$ cat src/core/aam_pkg.sv
package aam_pkg;

    localparam int NUM_LINES = 4;
    localparam int VAL_W     = 16;
    localparam int ADC_W     = 10;

    // Register byte offsets
    localparam logic [11:0] OFS_CTRL     = 12'h000;
    localparam logic [11:0] OFS_INTERVAL = 12'h004;
    localparam logic [11:0] OFS_STATUS   = 12'h008;
    localparam logic [11:0] OFS_EVT_SET  = 12'h00C;
    localparam logic [11:0] OFS_EVT_CLR  = 12'h010;
    localparam logic [11:0] OFS_LINE0    = 12'h100;
    localparam logic [11:0] LINE_STRIDE  = 12'h020;
    // Per-line word indices inside a line block
    localparam logic [2:0]  LW_CONV_ZERO = 3'd0;
    localparam logic [2:0]  LW_CONV_FULL = 3'd1;
    localparam logic [2:0]  LW_CALIB     = 3'd2;
    localparam logic [2:0]  LW_LOW_PT    = 3'd3;
    localparam logic [2:0]  LW_HIGH_PT   = 3'd4;
    localparam logic [2:0]  LW_HYST      = 3'd5;
    localparam logic [2:0]  LW_ENABLE    = 3'd6;
    localparam logic [2:0]  LW_READING   = 3'd7;

    // Field positions
    localparam int SIGN_BIT   = 15;
    localparam int EN_LOW_BIT = 0;
    localparam int EN_HI_BIT  = 1;
    localparam int RES_LSB    = 4;

    localparam logic [31:0] RST_INTERVAL = 32'h0000_0064;
    localparam logic [1:0]  RST_ENABLE   = 2'b11;
    localparam logic [31:0] BAD_DATA     = 32'h0000_0000;

    typedef enum logic [1:0] {
        AAM_IDLE  = 2'b00,
        AAM_CALC  = 2'b01,
        AAM_COMP  = 2'b11
    } aam_state_e;

endpackage

$ cat src/core/aam_line_if.sv
`timescale 1ns/1ns
interface aam_line_if;
    import aam_pkg::*;
    logic [ADC_W-1:0] adc_code;
    logic [VAL_W-1:0] zero_v;
    logic [VAL_W-1:0] full_v;
    logic [VAL_W-1:0] calib_v;
    logic             start;
    logic             done;
    logic [VAL_W-1:0] reading;
    modport master (output adc_code, zero_v, full_v, calib_v, start,
                    input done, reading);
    modport conv (input adc_code, zero_v, full_v, calib_v, start,
                  output done, reading);
endinterface

$ cat src/core/aam_conv.sv
`timescale 1ns/1ns
module aam_conv
    import aam_pkg::*;
(
    // Clock and reset
    input  wire logic clk,
    input  wire logic srst,
    // Conversion channel
    aam_line_if.conv  lif
);
    logic signed [VAL_W+ADC_W+1:0] prod_reg;
    logic                          stage_reg;
    logic signed [VAL_W:0]         span;
    logic signed [VAL_W+ADC_W+1:0] interp;
    logic signed [VAL_W+1:0]       sum;

    assign span   = $signed({lif.full_v[VAL_W-1], lif.full_v})
                  - $signed({lif.zero_v[VAL_W-1], lif.zero_v});
    assign interp = prod_reg >>> ADC_W;
    assign sum    = $signed(interp[VAL_W+1:0])
                  + $signed({{2{lif.zero_v[VAL_W-1]}}, lif.zero_v})
                  + $signed({{2{lif.calib_v[VAL_W-1]}}, lif.calib_v});

    // ------------------------------------------------------------
    // Two-stage interpolation
    // ------------------------------------------------------------
    always_ff @(posedge clk) begin
        if (srst) begin
            prod_reg  <= '0;
            stage_reg <= 1'b0;
            lif.done  <= 1'b0;
        end else begin
            prod_reg  <= (VAL_W+ADC_W+2)'(span
                         * $signed({1'b0, lif.adc_code}));
            stage_reg <= lif.start;
            lif.done  <= stage_reg;
        end
    end

    always_ff @(posedge clk) begin
        if (srst) begin
            lif.reading <= '0;
        end else if (stage_reg) begin
            lif.reading <= sum[VAL_W-1:0];
        end
    end
endmodule

$ cat src/core/aam_top.sv
// Implementation choices: the register offsets and the APB slave port.
`timescale 1ns/1ns
module aam_top
    import aam_pkg::*;
#(
    parameter int LINES = NUM_LINES
) (
    // Clock and reset
    input  wire logic                    clk,
    input  wire logic                    srst,
    // APB slave
    input  wire logic                    psel,
    input  wire logic                    penable,
    input  wire logic                    pwrite,
    input  wire logic [11:0]             paddr,
    input  wire logic [31:0]             pwdata,
    output logic      [31:0]             prdata,
    output logic                         pready,
    output logic                         pslverr,
    // Analog readings, one converter code per line
    input  wire logic [LINES*ADC_W-1:0]  adc_codes,
    // Alarm events, one bit per line
    output logic      [LINES-1:0]        low_set_evt,
    output logic      [LINES-1:0]        high_set_evt,
    output logic      [LINES-1:0]        low_clr_evt,
    output logic      [LINES-1:0]        high_clr_evt,
    // Alarm state, one bit per line
    output logic      [LINES-1:0]        low_alarm,
    output logic      [LINES-1:0]        high_alarm
);
    // ------------------------------------------------------------
    // Storage
    // ------------------------------------------------------------
    logic [VAL_W-1:0] zero_reg  [LINES];
    logic [VAL_W-1:0] full_reg  [LINES];
    logic [VAL_W-1:0] calib_reg [LINES];
    logic [VAL_W-1:0] lowp_reg  [LINES];
    logic [VAL_W-1:0] highp_reg [LINES];
    logic [VAL_W-1:0] hyst_reg  [LINES];
    logic [VAL_W-1:0] rd_reg    [LINES];
    logic [1:0]       en_reg    [LINES];
    logic [1:0]       res_reg   [LINES];
    logic [31:0]      interval_reg;
    logic [31:0]      tick_cnt_reg;
    logic             tick_reg;
    logic [LINES-1:0] set_sticky_reg;
    logic [LINES-1:0] clr_sticky_reg;
    logic [LINES*ADC_W-1:0] adc_s1_reg;
    logic [LINES*ADC_W-1:0] adc_s2_reg;
    aam_state_e       state_reg;
    logic [1:0]       idx_reg;
    logic             conv_start_reg;

    aam_line_if lif ();

    // ------------------------------------------------------------
    // Pin synchroniser
    // ------------------------------------------------------------
    always_ff @(posedge clk) begin
        if (srst) begin
            adc_s1_reg <= '0;
            adc_s2_reg <= '0;
        end else begin
            adc_s1_reg <= adc_codes;
            adc_s2_reg <= adc_s1_reg;
        end
    end

    // ------------------------------------------------------------
    // APB decode
    // ------------------------------------------------------------
    logic        acc;
    logic        wr;
    logic        in_line;
    logic [11:0] line_ofs;
    logic [2:0]  lw;
    logic [3:0]  ln;
    logic        line_ok;
    logic        top_ok;

    assign acc      = psel && penable && !pready;
    assign wr       = psel && penable && pready && pwrite;
    assign in_line  = paddr >= OFS_LINE0;
    assign line_ofs = paddr - OFS_LINE0;
    assign ln       = line_ofs[8:5];
    assign lw       = line_ofs[4:2];
    assign line_ok  = in_line && (line_ofs[11:9] == 3'b000)
                   && (ln < 4'(LINES)) && (paddr[1:0] == 2'b00);
    assign top_ok   = paddr == OFS_CTRL || paddr == OFS_INTERVAL
                   || paddr == OFS_STATUS || paddr == OFS_EVT_SET
                   || paddr == OFS_EVT_CLR;

    always_ff @(posedge clk) begin
        if (srst) begin
            pready  <= 1'b0;
            pslverr <= 1'b0;
        end else begin
            pready  <= acc;
            pslverr <= acc && !(line_ok || top_ok);
        end
    end

    // Line configuration writes
    always_ff @(posedge clk) begin
        if (srst) begin
            for (int i = 0; i < LINES; i++) begin
                zero_reg[i]  <= '0;
                full_reg[i]  <= '0;
                calib_reg[i] <= '0;
                lowp_reg[i]  <= '0;
                highp_reg[i] <= '0;
                hyst_reg[i]  <= '0;
                en_reg[i]    <= RST_ENABLE;
                res_reg[i]   <= '0;
            end
        end else if (wr && line_ok) begin
            case (lw)
                LW_CONV_ZERO: zero_reg[ln[1:0]]  <= pwdata[VAL_W-1:0];
                LW_CONV_FULL: full_reg[ln[1:0]]  <= pwdata[VAL_W-1:0];
                LW_CALIB:     calib_reg[ln[1:0]] <= pwdata[VAL_W-1:0];
                LW_LOW_PT:    lowp_reg[ln[1:0]]  <= pwdata[VAL_W-1:0];
                LW_HIGH_PT:   highp_reg[ln[1:0]] <= pwdata[VAL_W-1:0];
                LW_HYST:      hyst_reg[ln[1:0]]  <=
                                  {1'b0, pwdata[VAL_W-2:0]};
                LW_ENABLE: begin
                    en_reg[ln[1:0]]  <= pwdata[EN_HI_BIT:EN_LOW_BIT];
                    res_reg[ln[1:0]] <= pwdata[RES_LSB+1:RES_LSB];
                end
                default: ;
            endcase
        end
    end

    always_ff @(posedge clk) begin
        if (srst) begin
            interval_reg <= RST_INTERVAL;
        end else if (wr && paddr == OFS_INTERVAL) begin
            interval_reg <= pwdata;
        end
    end

    // Read mux
    always_ff @(posedge clk) begin
        if (srst) begin
            prdata <= '0;
        end else if (acc && !pwrite) begin
            prdata <= BAD_DATA;
            if (line_ok) begin
                case (lw)
                    LW_CONV_ZERO: prdata <= 32'(zero_reg[ln[1:0]]);
                    LW_CONV_FULL: prdata <= 32'(full_reg[ln[1:0]]);
                    LW_CALIB:     prdata <= 32'(calib_reg[ln[1:0]]);
                    LW_LOW_PT:    prdata <= 32'(lowp_reg[ln[1:0]]);
                    LW_HIGH_PT:   prdata <= 32'(highp_reg[ln[1:0]]);
                    LW_HYST:      prdata <= 32'(hyst_reg[ln[1:0]]);
                    LW_ENABLE:    prdata <= 32'({res_reg[ln[1:0]], 2'b00,
                                                  en_reg[ln[1:0]]});
                    default:      prdata <= 32'(rd_reg[ln[1:0]]);
                endcase
            end else if (paddr == OFS_INTERVAL) begin
                prdata <= interval_reg;
            end else if (paddr == OFS_STATUS) begin
                prdata <= 32'({high_alarm, low_alarm});
            end else if (paddr == OFS_EVT_SET) begin
                prdata <= 32'(set_sticky_reg);
            end else if (paddr == OFS_EVT_CLR) begin
                prdata <= 32'(clr_sticky_reg);
            end
        end
    end

    // ------------------------------------------------------------
    // Interval timer
    // ------------------------------------------------------------
    always_ff @(posedge clk) begin
        if (srst) begin
            tick_cnt_reg <= '0;
            tick_reg     <= 1'b0;
        end else if (tick_cnt_reg + 32'd1 >= interval_reg) begin
            tick_cnt_reg <= '0;
            tick_reg     <= 1'b1;
        end else begin
            tick_cnt_reg <= tick_cnt_reg + 32'd1;
            tick_reg     <= 1'b0;
        end
    end

    // ------------------------------------------------------------
    // Scan sequencer and converter
    // ------------------------------------------------------------
    assign lif.adc_code = adc_s2_reg[idx_reg*ADC_W +: ADC_W];
    assign lif.zero_v   = zero_reg[idx_reg];
    assign lif.full_v   = full_reg[idx_reg];
    assign lif.calib_v  = calib_reg[idx_reg];
    assign lif.start    = conv_start_reg;

    aam_conv u_conv (
        .clk  (clk),
        .srst (srst),
        .lif  (lif)
    );

    always_ff @(posedge clk) begin
        if (srst) begin
            state_reg      <= AAM_IDLE;
            idx_reg        <= '0;
            conv_start_reg <= 1'b0;
        end else begin
            conv_start_reg <= 1'b0;
            case (state_reg)
                AAM_IDLE: if (tick_reg) begin
                    idx_reg        <= '0;
                    conv_start_reg <= 1'b1;
                    state_reg      <= AAM_CALC;
                end
                AAM_CALC: if (lif.done) begin
                    state_reg <= AAM_COMP;
                end
                AAM_COMP: begin
                    if (idx_reg == 2'(LINES-1)) begin
                        state_reg <= AAM_IDLE;
                    end else begin
                        idx_reg        <= idx_reg + 2'd1;
                        conv_start_reg <= 1'b1;
                        state_reg      <= AAM_CALC;
                    end
                end
                default: state_reg <= AAM_IDLE;
            endcase
        end
    end

    // ------------------------------------------------------------
    // Comparison per line
    // ------------------------------------------------------------
    function automatic logic signed [VAL_W+1:0] sv(input logic [VAL_W-1:0] v);
        // Sign digit plus magnitude to two's complement
        sv = v[SIGN_BIT] ? -$signed({3'b000, v[VAL_W-2:0]})
                         :  $signed({3'b000, v[VAL_W-2:0]});
    endfunction

    generate
        for (genvar g = 0; g < LINES; g++) begin : g_line
            logic signed [VAL_W+1:0] r;
            logic signed [VAL_W+1:0] lo;
            logic signed [VAL_W+1:0] hi;
            logic signed [VAL_W+1:0] hy;
            logic                    eval;
            assign r    = $signed({{2{lif.reading[VAL_W-1]}}, lif.reading});
            assign lo   = sv(lowp_reg[g]);
            assign hi   = sv(highp_reg[g]);
            assign hy   = $signed({3'b000, hyst_reg[g][VAL_W-2:0]});
            assign eval = state_reg == AAM_COMP && idx_reg == 2'(g);

            always_ff @(posedge clk) begin
                if (srst) begin
                    rd_reg[g]       <= '0;
                    low_alarm[g]    <= 1'b0;
                    high_alarm[g]   <= 1'b0;
                    low_set_evt[g]  <= 1'b0;
                    high_set_evt[g] <= 1'b0;
                    low_clr_evt[g]  <= 1'b0;
                    high_clr_evt[g] <= 1'b0;
                end else begin
                    low_set_evt[g]  <= 1'b0;
                    high_set_evt[g] <= 1'b0;
                    low_clr_evt[g]  <= 1'b0;
                    high_clr_evt[g] <= 1'b0;
                    if (eval) begin
                        rd_reg[g] <= lif.reading;
                        if (!low_alarm[g] && r < lo) begin
                            low_alarm[g]   <= 1'b1;
                            low_set_evt[g] <=
                                en_reg[g][EN_LOW_BIT];
                        end else if (low_alarm[g] && r > lo + hy) begin
                            low_alarm[g]   <= 1'b0;
                            low_clr_evt[g] <= 1'b1;
                        end
                        if (!high_alarm[g] && r > hi) begin
                            high_alarm[g]   <= 1'b1;
                            high_set_evt[g] <=
                                en_reg[g][EN_HI_BIT];
                        end else if (high_alarm[g] && r < hi - hy) begin
                            high_alarm[g]   <= 1'b0;
                            high_clr_evt[g] <= 1'b1;
                        end
                    end
                end
            end
        end
    endgenerate

    // Sticky event record, set wins over a write-one-to-clear write
    always_ff @(posedge clk) begin
        if (srst) begin
            set_sticky_reg <= '0;
            clr_sticky_reg <= '0;
        end else begin
            set_sticky_reg <= ((wr && paddr == OFS_EVT_SET)
                               ? set_sticky_reg & ~pwdata[LINES-1:0]
                               : set_sticky_reg)
                              | low_set_evt | high_set_evt;
            clr_sticky_reg <= ((wr && paddr == OFS_EVT_CLR)
                               ? clr_sticky_reg & ~pwdata[LINES-1:0]
                               : clr_sticky_reg)
                              | low_clr_evt | high_clr_evt;
        end
    end
endmodule

$ cat config.mk
export PLATFORM = sky130hd
export DESIGN_NAME = aam_top
export DESIGN_NICKNAME = d
export VERILOG_FILES = /design/src/core/aam_pkg.sv /design/src/core/aam_line_if.sv /design/src/core/aam_conv.sv /design/src/core/aam_top.sv
export SDC_FILE = /design/constraint.sdc
export NUM_CORES = 2
export LEC_CHECK = 0
export ABC_CLOCK_PERIOD_IN_PS = 12200
export BUFFER_PORTS_ARGS = -buffer_cell sky130_fd_sc_hd__buf_2
export CAP_MARGIN = 20
export CORE_AREA = 5 5 295 297
export DETAILED_ROUTE_END_ITERATION = 7
export DIE_AREA = 0 0 300 302
export PLACE_DENSITY = 0.81
export SYNTH_ARGS = -nofsm -noshare
export SYNTH_HDL_FRONTEND = slang
export SYNTH_SLANG_ARGS = --single-unit
$ cat constraint.sdc
create_clock -name clk -period 12.2 [get_ports clk]
set_clock_uncertainty 0.2 [all_clocks]
set_input_delay 1.83 -clock clk [delete_from_list [all_inputs] [get_ports clk]]
set_output_delay 1.83 -clock clk [all_outputs]
set_load 0.005 [all_outputs]
==> impl_metrics.json <==
{
  "antenna_found_initial": 16,
  "cts_buffer_depth": 3,
  "synth.avg_cell_area_sq_um": 9.92,
  "wl_per_cell_microns": 28.0,
  "whs_path_depth": 1,
  "tightest_slew_ps": 1340,
  "crit_path_end_kind": "flip-flop",
  "synthTopCellsByCount": "nor2_1 (579), ha_1 (535), inv_1 (523), edfxtp_1 (460), nand2_1 (424)",
  "multi_input_area_sq_um": 31600,
  "syn_inst": 5364,
  "vias": 44500,
  "rsz0062_at_grt": "no",
  "p_sw_uw": 2010,
  "cts_root_buffer": "clkbuf_16",
  "drv_cap": 0,
  "die_width_microns": 300,
  "internal_power_uw": 4590,
  "finalSetupViolCount": 0,
  "synth_edf_count": 460,
  "slowest_stage": "buf_4",
  "nFillCells": 6141,
  "leakagePower_uw": 0.0249,
  "synth-seq-area-share": 0.355,
  "ir_drop_uv": 101,
  "gp_congestion": 1.08,
  "first_global_vias": 42100,
  "fin_crit_ps": 9260,
  "stdcell_count": 6629,
  "synth_cell_type_count": 92,
  "clock_power_share": 0.367,
  "period_share": 0.759,
  "tns_ps": 0,
  "cts_resized": 0,
  "pwr-share-seq": 0.418,
  "ys_warn_count": 0,
  "grt_max_degree": 79,
  "synthMostInstantiatedCell": "nor2_1",
  "core_area_sq_um": 84300,
  "swShare": 0.305,
  "hold_path_class": "reg2reg",
  "grt.total_usage": 0.400,
  "crit_required_ps": 12560,
  "antenna_left": 0,
  "ys_ff_latch": 712,
  "syn_area_sq_um": 53200,
  "worst_path_most_repeated_cell": "fa_1",
  "tritoncts": "done",
  "die_y_microns": 302,
  "dieArea_sq_um": 90600,
  "row_count": 107,
  "cts.sinks": 712,
  "drv_slew": 0,
  "cp_num_buf_inv": 5,
  "max_stage_delay_ps": 660,
  "ctsHoldBuffers": 0,
  "ctsHtreeMaxLevel": 3,
  "gr-total-overflow": 0,
  "vias_per_cell": 6.71,
  "initial_core_util": 0.631,
  "rr_worst_depth": 30,
  "yosys.area.top_type": "edfxtp_1",
  "hold_viol": 0,
  "fmax_ghz": 0.108,
  "drt_pass1_iterations": 8,
  "combPwrFrac": 0.215,
  "hold_end": "adc_s2_reg[29]$_SDFF_PP0_",
  "synthArstFlopShare": 0,
  "synthTopCellsByArea": "edfxtp_1 (26%), ha_1 (13%), dfxtp_1 (9.5%)",
  "clk_pin_slew_worst_paths_ps": 60,
  "yosys.area.top_type_share": 0.260,
  "place.port_buffers": 146,
  "drc": 138,
  "syn2layout_area_growth_pct": 8.82,
  "failed_checks": "DRC",
  "drt_iter0_drc": 7276,
  "p_per_area_nw_per_um2": 114,
  "seq_area_sq_um": 18900,
  "status": "finished with violations",
  "dpl.cell_count": 6472,
  "routed_wl_mm": 185,
  "grt_pass1_wl_mm": 268,
  "cp.arrival_ps": 9630,
  "cts_setup_buffers": 0,
  "synth_top_flop_cell": "edfxtp_1",
  "dp_hpwl_mm": 138,
  "drive_gt1_frac": 0.108,
  "cts_buffers": 76,
  "syn_nets": 6155,
  "worstReg2RegEnd": "u_conv.prod_reg[24]$_SDFF_PP0_",
  "worst-path-max-fanout": 32,
  "path_class": "reg2reg",
  "critPathLaunchType": "flip-flop",
  "crit_family": "adder cells",
  "io_pins": 147,
  "ff2ff_setup_slack_ps": 2940,
  "hold_slack_ps": 231,
  "clkLatencyLatePin_ps": 680,
  "nNetsFinal": 6255,
  "maxSlewHeadroom": 0.104,
  "hold_path.startpoint": "adc_s1_reg[29]$_SDFF_PP0_"
}
[power by group through the flow]
stage	sequential (uW)	clock (uW)	combinational [uW]
finish	2760	2420	1420
global route	2760	2510	1550
CTS	2750	2400	1380
detailed placement	2800	0	1370
global placement	2800	0	1330
floorplan	2740	0	1010
[layer usage]
layer / up-vias / routed length, microns / GRT usage
met2: 3549 / 74700 / 0.571
met1: 21000 / 63400 / 0.502
met4: 8 / 15100 / 0.231
met3: 875 / 32000 / 0.183
met5: - / 153 / 0.00794
li1: 19100 / - / -
[area by class of cell]
cell class              instances  share of cell area
flip-flops and latches        712               0.326
inverters                     523              0.0339
diodes                         15            0.000648
repair buffers                236              0.0252
clock buffers                 101              0.0369
clock inverters                37             0.00819
multi-input cells            3915               0.546
well taps                    1090              0.0236
[worst max path at each step]
stage | startpoint | end | cells after the start
after floorplan | flip-flop | u_conv.prod_reg[24]$_SDFF_PP0_ | 33
after global placement | flip-flop | u_conv.prod_reg[24]$_SDFF_PP0_ | 30
after detailed placement | flip-flop | u_conv.prod_reg[24]$_SDFF_PP0_ | 29
after CTS | flip-flop | u_conv.prod_reg[24]$_SDFF_PP0_ | 29
after global routing | flip-flop | u_conv.prod_reg[24]$_SDFF_PP0_ | 30
final | flip-flop | u_conv.prod_reg[24]$_SDFF_PP0_ | 30
[metrics by stage]
stage	setup slack [ps]	area (sq um)	utilization	power, uW
2_1_floorplan	3210	53200	-	3750
3_3_place_gp	3090	55200	0.654	4130
3_5_place_dp	2990	55200	0.655	4170
4_1_cts	2980	57800	0.685	6530
5_1_grt	2540	57900	0.686	6820
6_report	2940	57900	0.686	6600
[placed cells by master, fill, tap and decap left out, drive strengths merged, types with 149 or more instances in the layout]
master  synthesis  routed
a21oi         243     243
and2          149     149
buf            51     233
dfxtp         252     252
edfxtp        460     460
fa            167     167
ha            535     535
inv           523     527
mux4          169     169
nand2         424     424
nor2          580     580
nor2b         166     166
o21ai         217     217
xnor2         193     193
[cell families (layout without fill, tap and decap cells)]
logic type / Yosys count / count (layout) / share of synthesized area
AO/OA/AOI/OAI: 925 / 925 / 0.113
other: 0 / 15 / 0
XOR/XNOR: 304 / 304 / 0.0501
buffers and inverters: 737 / 897 / 0.0530
flip-flops: 712 / 712 / 0.355
multiplexers: 218 / 218 / 0.0812
adder cells (fa/ha/maj): 702 / 702 / 0.189
AND/OR/NAND/NOR: 1766 / 1766 / 0.159
Note: power is estimated with default switching activity, not from simulation.
